<file path="src/pkg/bdc_pkg.sv">
// shared constants and carriers for the backlight dimming control registers
package bdc_pkg;
  localparam int unsigned CLK_MHZ = 250;
  localparam int unsigned TURN_ON_MAX_MS = 4;
  localparam int unsigned TURN_ON_CYCLES_DEF = TURN_ON_MAX_MS * 1000 * CLK_MHZ;
  localparam int unsigned ON_CNT_W = 20;

  localparam logic [7:0] OFS_DUTY_LEVEL = 8'h00;
  localparam logic [7:0] OFS_BACKLIGHT_CONTROL = 8'h01;
  localparam logic [7:0] OFS_ERROR_AND_STATE_FLAGS = 8'h02;

  localparam logic [7:0] RST_DUTY_LEVEL = 8'hff;
  localparam logic [7:0] RST_BACKLIGHT_CONTROL = 8'h00;
  localparam logic [7:0] RST_FLAGS = 8'h00;
  localparam logic [7:0] DUTY_MAX = 8'hff;
  localparam logic [7:0] DUTY_ZERO = 8'h00;

  // backlight_control fields
  localparam int unsigned CTL_LAMP_ON = 0;
  localparam int unsigned CTL_SOURCE_SEL = 1;
  localparam int unsigned CTL_METHOD_SEL = 2;

  // error_and_state_flags fields
  localparam int unsigned FLG_SUMMARY_ERR = 0;
  localparam int unsigned FLG_OVERTEMP = 1;
  localparam int unsigned FLG_OVERCURRENT = 2;
  localparam int unsigned FLG_LAMP_STATE = 3;
  localparam int unsigned FLG_ONE_CH = 4;
  localparam int unsigned FLG_TWO_CH = 5;

  localparam int unsigned NUM_CH = 6;
  localparam int unsigned MEAS_CNT_W = 16;
  localparam int unsigned DIV_STEPS = 8;
  localparam logic [3:0] TWO_CH_MIN = 4'h2;

  typedef struct packed {
    logic wr;
    logic rd;
    logic [7:0] addr;
    logic [7:0] wdata;
  } bdc_req_t;

  typedef struct packed {
    logic overtemp;
    logic overcurrent;
    logic [NUM_CH-1:0] ch_faulted;
    logic [NUM_CH-1:0] ch_enabled;
  } bdc_fault_t;

  typedef enum logic [2:0] {
    LAMP_OFF = 3'b001,
    LAMP_RAMP = 3'b010,
    LAMP_ON = 3'b100
  } bdc_lamp_t;
endpackage

</file>
<file path="src/bdc_regs.sv">
// control and status registers of the backlight dimming controller
`timescale 1ns/1ns
module bdc_regs #(
  parameter int unsigned TURN_ON_CYCLES = bdc_pkg::TURN_ON_CYCLES_DEF
) (
  input wire logic core_clk,
  input wire logic rst,
  input wire bdc_pkg::bdc_req_t reg_req,
  output logic [7:0] reg_rdata,
  output logic reg_rvalid,
  input wire bdc_pkg::bdc_fault_t fault_in,
  input wire logic external_duty_input,
  output logic [7:0] applied_duty,
  output logic channel_drive_en,
  output logic [bdc_pkg::NUM_CH-1:0] channel_readout
);
  import bdc_pkg::*;

  logic [7:0] duty_level_r, duty_level_nxt;
  logic [7:0] ctl_r, ctl_nxt;
  logic err_r, err_nxt;
  bdc_lamp_t lamp_r, lamp_nxt;
  logic [ON_CNT_W-1:0] on_cnt_r, on_cnt_nxt;
  logic [7:0] applied_r, applied_nxt;
  logic drive_r, drive_nxt;
  logic [NUM_CH-1:0] readout_r, readout_nxt;
  logic [7:0] rdata_r, rdata_nxt;
  logic rvalid_r, rvalid_nxt;
  logic [7:0] meas_duty;
  logic meas_update;
  logic wr_duty, wr_ctl, wr_flags, lamp_toggle, err_cause, one_down, two_down;
  logic lamp_on_state;
  logic [3:0] down_cnt;
  logic [15:0] prod;
  logic [15:0] scaled;
  logic [7:0] flags;

  bdc_duty_meter u_meter (
    .core_clk(core_clk),
    .rst(rst),
    .external_duty_input(external_duty_input),
    .meas_duty(meas_duty),
    .meas_update(meas_update)
  );

  // fault summary
  always_comb begin
    down_cnt = 4'h0;
    for (int i = 0; i < NUM_CH; i++) begin
      down_cnt = down_cnt + {3'b000, fault_in.ch_faulted[i]};
    end
    one_down = (down_cnt != 4'h0);
    two_down = (down_cnt >= TWO_CH_MIN);
    err_cause = fault_in.overtemp | fault_in.overcurrent | one_down | two_down;
    lamp_on_state = (lamp_r == LAMP_ON);
    flags = 8'h00;
    flags[FLG_SUMMARY_ERR] = err_r;
    flags[FLG_OVERTEMP] = fault_in.overtemp;
    flags[FLG_OVERCURRENT] = fault_in.overcurrent;
    flags[FLG_LAMP_STATE] = lamp_on_state;
    flags[FLG_ONE_CH] = one_down;
    flags[FLG_TWO_CH] = two_down;
  end

  // register writes and reads
  always_comb begin
    wr_duty = reg_req.wr && reg_req.addr == OFS_DUTY_LEVEL;
    wr_ctl = reg_req.wr && reg_req.addr == OFS_BACKLIGHT_CONTROL;
    wr_flags = reg_req.wr && reg_req.addr == OFS_ERROR_AND_STATE_FLAGS;
    lamp_toggle = wr_ctl && (reg_req.wdata[CTL_LAMP_ON] != ctl_r[CTL_LAMP_ON]);
    duty_level_nxt = wr_duty ? reg_req.wdata : duty_level_r;
    ctl_nxt = wr_ctl ? reg_req.wdata : ctl_r;
    err_nxt = err_r;
    if (lamp_toggle || (wr_flags && !reg_req.wdata[FLG_SUMMARY_ERR])) err_nxt = 1'b0;
    if (err_cause) err_nxt = 1'b1;
    rvalid_nxt = reg_req.rd;
    rdata_nxt = rdata_r;
    if (reg_req.rd) begin
      unique case (reg_req.addr)
        OFS_DUTY_LEVEL: rdata_nxt = duty_level_r;
        OFS_BACKLIGHT_CONTROL: rdata_nxt = ctl_r;
        OFS_ERROR_AND_STATE_FLAGS: rdata_nxt = flags;
        default: rdata_nxt = 8'h00;
      endcase
    end
  end

  // lamp sequencing
  always_comb begin
    lamp_nxt = lamp_r;
    on_cnt_nxt = on_cnt_r;
    if (!ctl_r[CTL_LAMP_ON]) begin
      lamp_nxt = LAMP_OFF;
      on_cnt_nxt = '0;
    end else begin
      unique case (lamp_r)
        LAMP_OFF: begin
          lamp_nxt = LAMP_RAMP;
          on_cnt_nxt = '0;
        end
        LAMP_RAMP: begin
          on_cnt_nxt = on_cnt_r + 1'b1;
          if (on_cnt_r >= ON_CNT_W'(TURN_ON_CYCLES - 3)) lamp_nxt = LAMP_ON;
        end
        LAMP_ON: lamp_nxt = LAMP_ON;
        default: lamp_nxt = LAMP_OFF;
      endcase
    end
  end

  // applied duty per source and method
  always_comb begin
    prod = duty_level_r * meas_duty;
    scaled = (prod + 16'h0001 + {8'h00, prod[15:8]}) >> 8;
    if (ctl_r[CTL_SOURCE_SEL]) applied_nxt = meas_duty;
    else if (ctl_r[CTL_METHOD_SEL]) applied_nxt = duty_level_r;
    else applied_nxt = scaled[7:0];
    if (!lamp_on_state) applied_nxt = DUTY_ZERO;
    drive_nxt = lamp_on_state && (applied_nxt != DUTY_ZERO);
    readout_nxt = lamp_on_state ? (fault_in.ch_enabled & ~fault_in.ch_faulted) : '0;
  end

  always_ff @(posedge core_clk) begin
    if (rst) begin
      duty_level_r <= RST_DUTY_LEVEL;
      ctl_r <= RST_BACKLIGHT_CONTROL;
      err_r <= RST_FLAGS[FLG_SUMMARY_ERR];
      lamp_r <= LAMP_OFF;
      on_cnt_r <= '0;
      applied_r <= DUTY_ZERO;
      drive_r <= 1'b0;
      readout_r <= '0;
      rdata_r <= 8'h00;
      rvalid_r <= 1'b0;
    end else begin
      duty_level_r <= duty_level_nxt;
      ctl_r <= ctl_nxt;
      err_r <= err_nxt;
      lamp_r <= lamp_nxt;
      on_cnt_r <= on_cnt_nxt;
      applied_r <= applied_nxt;
      drive_r <= drive_nxt;
      readout_r <= readout_nxt;
      rdata_r <= rdata_nxt;
      rvalid_r <= rvalid_nxt;
    end
  end

  assign reg_rdata = rdata_r;
  assign reg_rvalid = rvalid_r;
  assign applied_duty = applied_r;
  assign channel_drive_en = drive_r;
  assign channel_readout = readout_r;

  // helper: cycles since the lamp command went high, saturating at the top bit
  logic [ON_CNT_W:0] since_on_r;
  always_ff @(posedge core_clk) begin
    if (rst || !ctl_r[CTL_LAMP_ON]) since_on_r <= '0;
    else if (!since_on_r[ON_CNT_W]) since_on_r <= since_on_r + 1'b1;
  end

  property p_reset_values;
    @(posedge core_clk) $rose(!rst) |-> duty_level_r == RST_DUTY_LEVEL && ctl_r == RST_BACKLIGHT_CONTROL && !err_r;
  endproperty
  a_reset_values: assert property (p_reset_values) else $error("reset values wrong");

  property p_on_deadline;
    @(posedge core_clk) disable iff (rst) (since_on_r >= (ON_CNT_W+1)'(TURN_ON_CYCLES)) |-> lamp_on_state;
  endproperty
  a_on_deadline: assert property (p_on_deadline) else $error("lamp late to turn on");

  property p_off_now;
    @(posedge core_clk) disable iff (rst) wr_ctl && !reg_req.wdata[CTL_LAMP_ON] |=> ##2 !channel_drive_en && channel_readout == '0 && !lamp_on_state;
  endproperty
  a_off_now: assert property (p_off_now) else $error("lamp not off after clear");

  property p_err_sticky;
    @(posedge core_clk) disable iff (rst) err_r && !lamp_toggle && !(wr_flags && !reg_req.wdata[FLG_SUMMARY_ERR]) |=> err_r;
  endproperty
  a_err_sticky: assert property (p_err_sticky) else $error("error flag dropped");

  property p_err_set;
    @(posedge core_clk) disable iff (rst) (fault_in.overtemp || fault_in.overcurrent || fault_in.ch_faulted != '0) |=> err_r;
  endproperty
  a_err_set: assert property (p_err_set) else $error("error flag not set");

  property p_err_clear;
    @(posedge core_clk) disable iff (rst) wr_flags && !reg_req.wdata[FLG_SUMMARY_ERR] && !err_cause |=> !err_r;
  endproperty
  a_err_clear: assert property (p_err_clear) else $error("error flag not cleared");

  property p_ext_source;
    @(posedge core_clk) disable iff (rst) lamp_on_state && ctl_r[CTL_SOURCE_SEL] && ctl_nxt == ctl_r |=> applied_duty == $past(meas_duty);
  endproperty
  a_ext_source: assert property (p_ext_source) else $error("input source ignored");

  property p_reg_method;
    @(posedge core_clk) disable iff (rst) lamp_on_state && ctl_r[2:1] == 2'b10 |=> applied_duty == $past(duty_level_r);
  endproperty
  a_reg_method: assert property (p_reg_method) else $error("register method wrong");

  property p_duty_readback;
    @(posedge core_clk) disable iff (rst) wr_duty ##1 (reg_req.rd && reg_req.addr == OFS_DUTY_LEVEL && !reg_req.wr) |=> reg_rdata == $past(reg_req.wdata, 2);
  endproperty
  a_duty_readback: assert property (p_duty_readback) else $error("duty readback wrong");

  property p_flag_reserved;
    @(posedge core_clk) disable iff (rst) reg_req.rd && reg_req.addr == OFS_ERROR_AND_STATE_FLAGS |=> reg_rdata[7:6] == 2'b00;
  endproperty
  a_flag_reserved: assert property (p_flag_reserved) else $error("reserved flags nonzero");

  property p_zero_disconnect;
    @(posedge core_clk) disable iff (rst) applied_duty == DUTY_ZERO |-> !channel_drive_en;
  endproperty
  a_zero_disconnect: assert property (p_zero_disconnect) else $error("zero duty still drives");

  // lamp not on: nothing applied and nothing shown in the readout
  property p_off_applied;
    @(posedge core_clk) disable iff (rst) !lamp_on_state |=> applied_duty == DUTY_ZERO;
  endproperty
  a_off_applied: assert property (p_off_applied) else $error("duty applied while off");

  property p_off_readout;
    @(posedge core_clk) disable iff (rst) !lamp_on_state |=> channel_readout == '0;
  endproperty
  a_off_readout: assert property (p_off_readout) else $error("readout nonzero while off");

  property p_cmd_off_state;
    @(posedge core_clk) disable iff (rst) !ctl_r[CTL_LAMP_ON] |=> !lamp_on_state;
  endproperty
  a_cmd_off_state: assert property (p_cmd_off_state) else $error("lamp state on without command");

  property p_on_readout;
    @(posedge core_clk) disable iff (rst) lamp_on_state |=> channel_readout == (($past(fault_in.ch_enabled)) & ~($past(fault_in.ch_faulted)));
  endproperty
  a_on_readout: assert property (p_on_readout) else $error("readout wrong while on");

  c_turn_on: cover property (@(posedge core_clk) disable iff (rst) $rose(lamp_on_state));
  c_combined: cover property (@(posedge core_clk) disable iff (rst) lamp_on_state && ctl_r[2:1] == 2'b00 && meas_update);
  c_err_toggle: cover property (@(posedge core_clk) disable iff (rst) err_r && lamp_toggle);
  c_two_down: cover property (@(posedge core_clk) disable iff (rst) two_down && lamp_on_state);
endmodule

</file>
<file path="src/bdc_duty_meter.sv">
// measures the high-time fraction of the external duty input as an 8-bit value
`timescale 1ns/1ns
module bdc_duty_meter (
  input wire logic core_clk,
  input wire logic rst,
  input wire logic external_duty_input,
  output logic [7:0] meas_duty,
  output logic meas_update
);
  import bdc_pkg::*;
  logic in_d_r, in_d_nxt;
  logic [MEAS_CNT_W-1:0] per_cnt_r, per_cnt_nxt, hi_cnt_r, hi_cnt_nxt;
  logic [MEAS_CNT_W-1:0] den_r, den_nxt;
  logic [MEAS_CNT_W+7:0] rem_r, rem_nxt;
  logic [7:0] quo_r, quo_nxt, meas_r, meas_nxt;
  logic [3:0] step_r, step_nxt;
  logic busy_r, busy_nxt, upd_r, upd_nxt;
  logic rise;
  logic [MEAS_CNT_W+7:0] trial;

  always_comb begin
    rise = external_duty_input & ~in_d_r;
    in_d_nxt = external_duty_input;
    per_cnt_nxt = per_cnt_r;
    hi_cnt_nxt = hi_cnt_r;
    den_nxt = den_r;
    rem_nxt = rem_r;
    quo_nxt = quo_r;
    meas_nxt = meas_r;
    step_nxt = step_r;
    busy_nxt = busy_r;
    upd_nxt = 1'b0;
    trial = {rem_r[MEAS_CNT_W+6:0], 1'b0};
    // saturating counters over one input period, rising edge to rising edge
    if (rise) begin
      per_cnt_nxt = {{(MEAS_CNT_W-1){1'b0}}, 1'b1};
      hi_cnt_nxt = {{(MEAS_CNT_W-1){1'b0}}, 1'b1};
      if (!busy_r && per_cnt_r != '0) begin
        busy_nxt = 1'b1;
        den_nxt = per_cnt_r;
        rem_nxt = {8'h00, hi_cnt_r};
        quo_nxt = 8'h00;
        step_nxt = 4'h0;
      end
    end else begin
      if (~&per_cnt_r) per_cnt_nxt = per_cnt_r + 1'b1;
      if (external_duty_input && ~&hi_cnt_r) hi_cnt_nxt = hi_cnt_r + 1'b1;
    end
    // restoring division: fraction = high / period, 8 fractional bits
    if (busy_r) begin
      if (trial >= {8'h00, den_r}) begin
        rem_nxt = trial - {8'h00, den_r};
        quo_nxt = {quo_r[6:0], 1'b1};
      end else begin
        rem_nxt = trial;
        quo_nxt = {quo_r[6:0], 1'b0};
      end
      step_nxt = step_r + 1'b1;
      if (step_r == 4'(DIV_STEPS - 1)) begin
        busy_nxt = 1'b0;
        upd_nxt = 1'b1;
        // a full-high input gives hi == per, saturate at full scale
        meas_nxt = (rem_r >= {8'h00, den_r}) ? DUTY_MAX : quo_nxt;
      end
    end
  end

  always_ff @(posedge core_clk) begin
    if (rst) begin
      in_d_r <= 1'b0;
      per_cnt_r <= '0;
      hi_cnt_r <= '0;
      den_r <= '0;
      rem_r <= '0;
      quo_r <= 8'h00;
      meas_r <= DUTY_ZERO;
      step_r <= 4'h0;
      busy_r <= 1'b0;
      upd_r <= 1'b0;
    end else begin
      in_d_r <= in_d_nxt;
      per_cnt_r <= per_cnt_nxt;
      hi_cnt_r <= hi_cnt_nxt;
      den_r <= den_nxt;
      rem_r <= rem_nxt;
      quo_r <= quo_nxt;
      meas_r <= meas_nxt;
      step_r <= step_nxt;
      busy_r <= busy_nxt;
      upd_r <= upd_nxt;
    end
  end

  assign meas_duty = meas_r;
  assign meas_update = upd_r;
endmodule

</file>
<file path="config.mk">
export PLATFORM = sky130hd
export DESIGN_NAME = bdc_regs
export DESIGN_NICKNAME = d
export VERILOG_FILES = /design/src/pkg/bdc_pkg.sv /design/src/bdc_regs.sv /design/src/bdc_duty_meter.sv
export SDC_FILE = /design/constraint.sdc
export NUM_CORES = 1
export LEC_CHECK = 0
export BUFFER_PORTS_ARGS = -buffer_cell sky130_fd_sc_hd__buf_2
export CORE_ASPECT_RATIO = 1.25
export CORE_MARGIN = 3
export CORE_UTILIZATION = 60
export CTS_BUF_LIST = sky130_fd_sc_hd__clkbuf_8
export DETAILED_ROUTE_END_ITERATION = 16
export PLACE_DENSITY = 0.81
export SLEW_MARGIN = 5
export SYNTH_ARGS = -nofsm -noshare
export SYNTH_HDL_FRONTEND = slang
export SYNTH_SLANG_ARGS = --single-unit
</file>
<file path="constraint.sdc">
create_clock -name core_clk -period 17.3 [get_ports core_clk]
set_clock_uncertainty 0.05 [all_clocks]
set_input_delay 1.73 -clock core_clk [delete_from_list [all_inputs] [get_ports core_clk]]
set_output_delay 1.73 -clock core_clk [all_outputs]
set_load 0.01 [all_outputs]
</file>
==> reports/summary.txt <==
Most frequent cell after synthesis: dfxtp_1
Area contributors post-synth: dfxtp_1 28%, ha_1 9.1%, fa_1 7.2%
F_max: 0.147 GHz
Register bit total from synthesis: 157
Minimum clock period: 6810 ps
Cell mode on critical path: fa_1
CP Capture Type: flop
Routed Antenna Nets: 0
Via count: 9632
Area grow syn2layout: 6.95%
GRT Residual Overflow: 0
Synth async-reset ratio: 0%
Bufs and invs on worst path: 3
CTS root buf: clkbuf_8
CTS buffer count: 17
Non-Filler Instances: 1615
First-pass GRT wire length: 42900 um
# setup viols final: 0
Syn. warnings: 0
Worst path max stage delay: 570 ps
Pins Over Slew Limit: 0
Port bufs: 58
Critical Path Fanout Max: 11
Critical path's slowest cell: dfxtp_1
CP cell instances: nand2_1, fa_1, fa_1, inv_1, fa_1, inv_1, fa_1, inv_1, ha_1, o211ai_1, o21a_1, xnor2_1, ha_1, a31o_2, a21oi_1, nand4bb_1, o211a_1, or3_1, a31oi_1, o21ai_1, a211oi_1, and4_1, a31oi_1
Setup Crit Path Kind: reg -> reg
Largest net degree at the start of global routing: 70
Cells after DPL: 1582
Post-CTS Hold Fix Bufs: 0
Vias in the first global route: 9152
CTS tree: built
Cell family with most CP delay: adder cells
Seq/Total Area, Yosys: 28.3%
HPWL Detailed: 19500 um
Vias per inst: 5.96
Deepest clock path buffer count: 2
Max-Cap Viols: 0
Final cycle utilization of the critical path: 39.4%
Synth cell count leaders: 157 x dfxtp_1, 141 x nor2_1, 115 x nand2_1, 95 x inv_1
Least-Margin Pin Slew: 924 ps
WP data arrival: 7110 ps
Startpoint types: flop
Initial DRC count: 545
Internal power: 0.562 mW
P_sw: 0.290 mW
Synth area leader: dfxtp_1
Avg WL per Cell: 16.1 um
Worst-Skew Late Latency: 480 ps
Cts repair resizes: 0
Hold Fails Final Rpt: 0
Post-detailed-route DRC marker count: 0
Pwr Density: 71.6 nW/um^2
Row Count: 55
Ys flop type: dfxtp_1
Syn Area/Cell: 8.20 um^2
I/O Pins: 59
Critical path required time: 17600 ps
Share of power burned in registers: 44.4%
Syn Inst Count: 1357
Die area: 20200 um^2
RSZ-0062 raised after global routing: false
Synthesized Nets: 1513
Max_slew headroom: 38.3%
Core area: 18200 um^2
CTS Sinks: 157
Die height: 158 um
Chip width: 128 um
TritonRoute pass-1 iters: 5
Status: finished, final reports clean
Peak supply drop: 0.0000575 V
Initial core utilization: 61.2%
Reg-to-reg slack, setup: 10490 ps
Clk pwr share: 34.5%
Total track usage: 25.8%
Clock transition at the registers of the reported paths: 100 ps
Leakage: 5.06 nW
Post-CTS repair timing setup buffer count: 0
Setup TNS: 0 ps
Final wirelength: 26000 um
Mapped cell area: 11100 um^2
Min-delay worst type: reg -> reg
Yosys top cell area share: 28.3%
Sw frac: 34.0%
Gate power share: 21.1%
Initial antenna violation count: 1
Layout cell share with drive strength beyond 1: 9.52%
GPL Wtd Cong: 0.922
NumNets Final: 1529
Post-synth EDFFs: 0
Post-synth cell types: 88
CTS H-tree depth: 4
[cell families after synthesis]
kind of cell / Yosys count / synth area share [%]
and+or+nand+nor: 562 / 26.1
AOI/OAI and AO/OA: 291 / 17.8
buffers and inverters: 162 / 5.92
DFF: 157 / 28.3
adders and majority gates: 121 / 16.3
xor gates and xnor gates: 39 / 3.27
muxes: 25 / 2.32
[power groups by stage]
stage	combinational [mW]	sequential, mW	clock [mW]
3_5_place_dp	0.177	0.387	0
4_1_cts	0.179	0.379	0.298
5_1_grt	0.202	0.380	0.313
6_report	0.180	0.379	0.294
2_1_floorplan	0.133	0.383	0
3_3_place_gp	0.174	0.387	0
[cells in the final DEF (no fill, tap or decap), types with 19 or more instances in the layout]
cell      synthesis  layout
dfxtp_1         157     156
and2_1           64      64
buf_2             1      58
xor2_1           22      22
nor2b_1          40      40
nor2_1          141     141
nand2_1         115     115
inv_1            95      95
nor3_1           20      20
a211oi_1         30      30
o21ai_0          39      39
fa_1             40      40
ha_1             81      81
and3_1           23      23
nand3_1          52      52
a21oi_1          81      81
mux2i_1          19      19
[per-stage QoR]
| step | area [um^2] | worst slack, ps | utilization, % | hold slack [ps] | total power [mW] |
|---|---|---|---|---|---|
| floorplan | 11100 | 11150 | - | 376 | 0.517 |
| global placement | 11500 | 10770 | 63.1 | 394 | 0.560 |
| detailed placement | 11500 | 10550 | 63.1 | 397 | 0.564 |
| CTS | 11900 | 10530 | 65.5 | 411 | 0.856 |
| global route | 11900 | 10110 | 65.5 | 440 | 0.895 |
| finish | 11900 | 10490 | 65.5 | 411 | 0.852 |
[layout make-up]
class | count | area, um^2
Sequential cell | 157 | 3140
Clock buffer | 17 | 234
Clock inverter | 15 | 198
Fill cell | 1553 | 6270
Multi-Input combinational cell | 1038 | 7340
Tap cell | 228 | 285
Timing Repair Buffer | 64 | 335
Inverter | 95 | 357
Antenna cell | 1 | 2.50
[registers in the layout (all words and copies together) (netlist names)]
register,flops
reg_rdata,8
u_meter.busy_r,1
err_r,1
ctl_r,8
on_cnt_r,20
duty_level_r,8
u_meter.step_r,4
u_meter.den_r,16
u_meter.quo_r,7
applied_duty,8
u_meter.per_cnt_r,16
u_meter.rem_r,24
u_meter.hi_cnt_r,16
channel_readout,6
channel_drive_en,1
u_meter.in_d_r,1
u_meter.meas_duty,8
lamp_r,3
reg_rvalid,1
[path summary, 6_finish.rpt]
check	endpoint	startpoint	cells past startpoint
min	u_meter.den_r[3]	u_meter.den_r[3]	2
max	channel_drive_en	duty_level_r[0]	23
max reg2reg	channel_drive_en	duty_level_r[0]	23
min reg2reg	u_meter.den_r[3]	u_meter.den_r[3]	2
[routing by layer]
| layer | track usage [%] | wire, um | share of wire [%] |
|---|---|---|---|
| met1 | 29.9 | 10700 | 41 |
| met2 | 47.4 | 13600 | 52 |
| met3 | 3.81 | 857 | 3.3 |
| met4 | 10.8 | 858 | 3.3 |
| met5 | 0 | 0 | 0 |
[worst min-delay path, delay by kind of cell, from the launching register on]
family	cells	cell delay (ps)
DFF	1	320
and+or+nand+nor	1	50
AOI/OAI and AO/OA	1	50
Note: power is estimated with default switching activity, not from simulation.
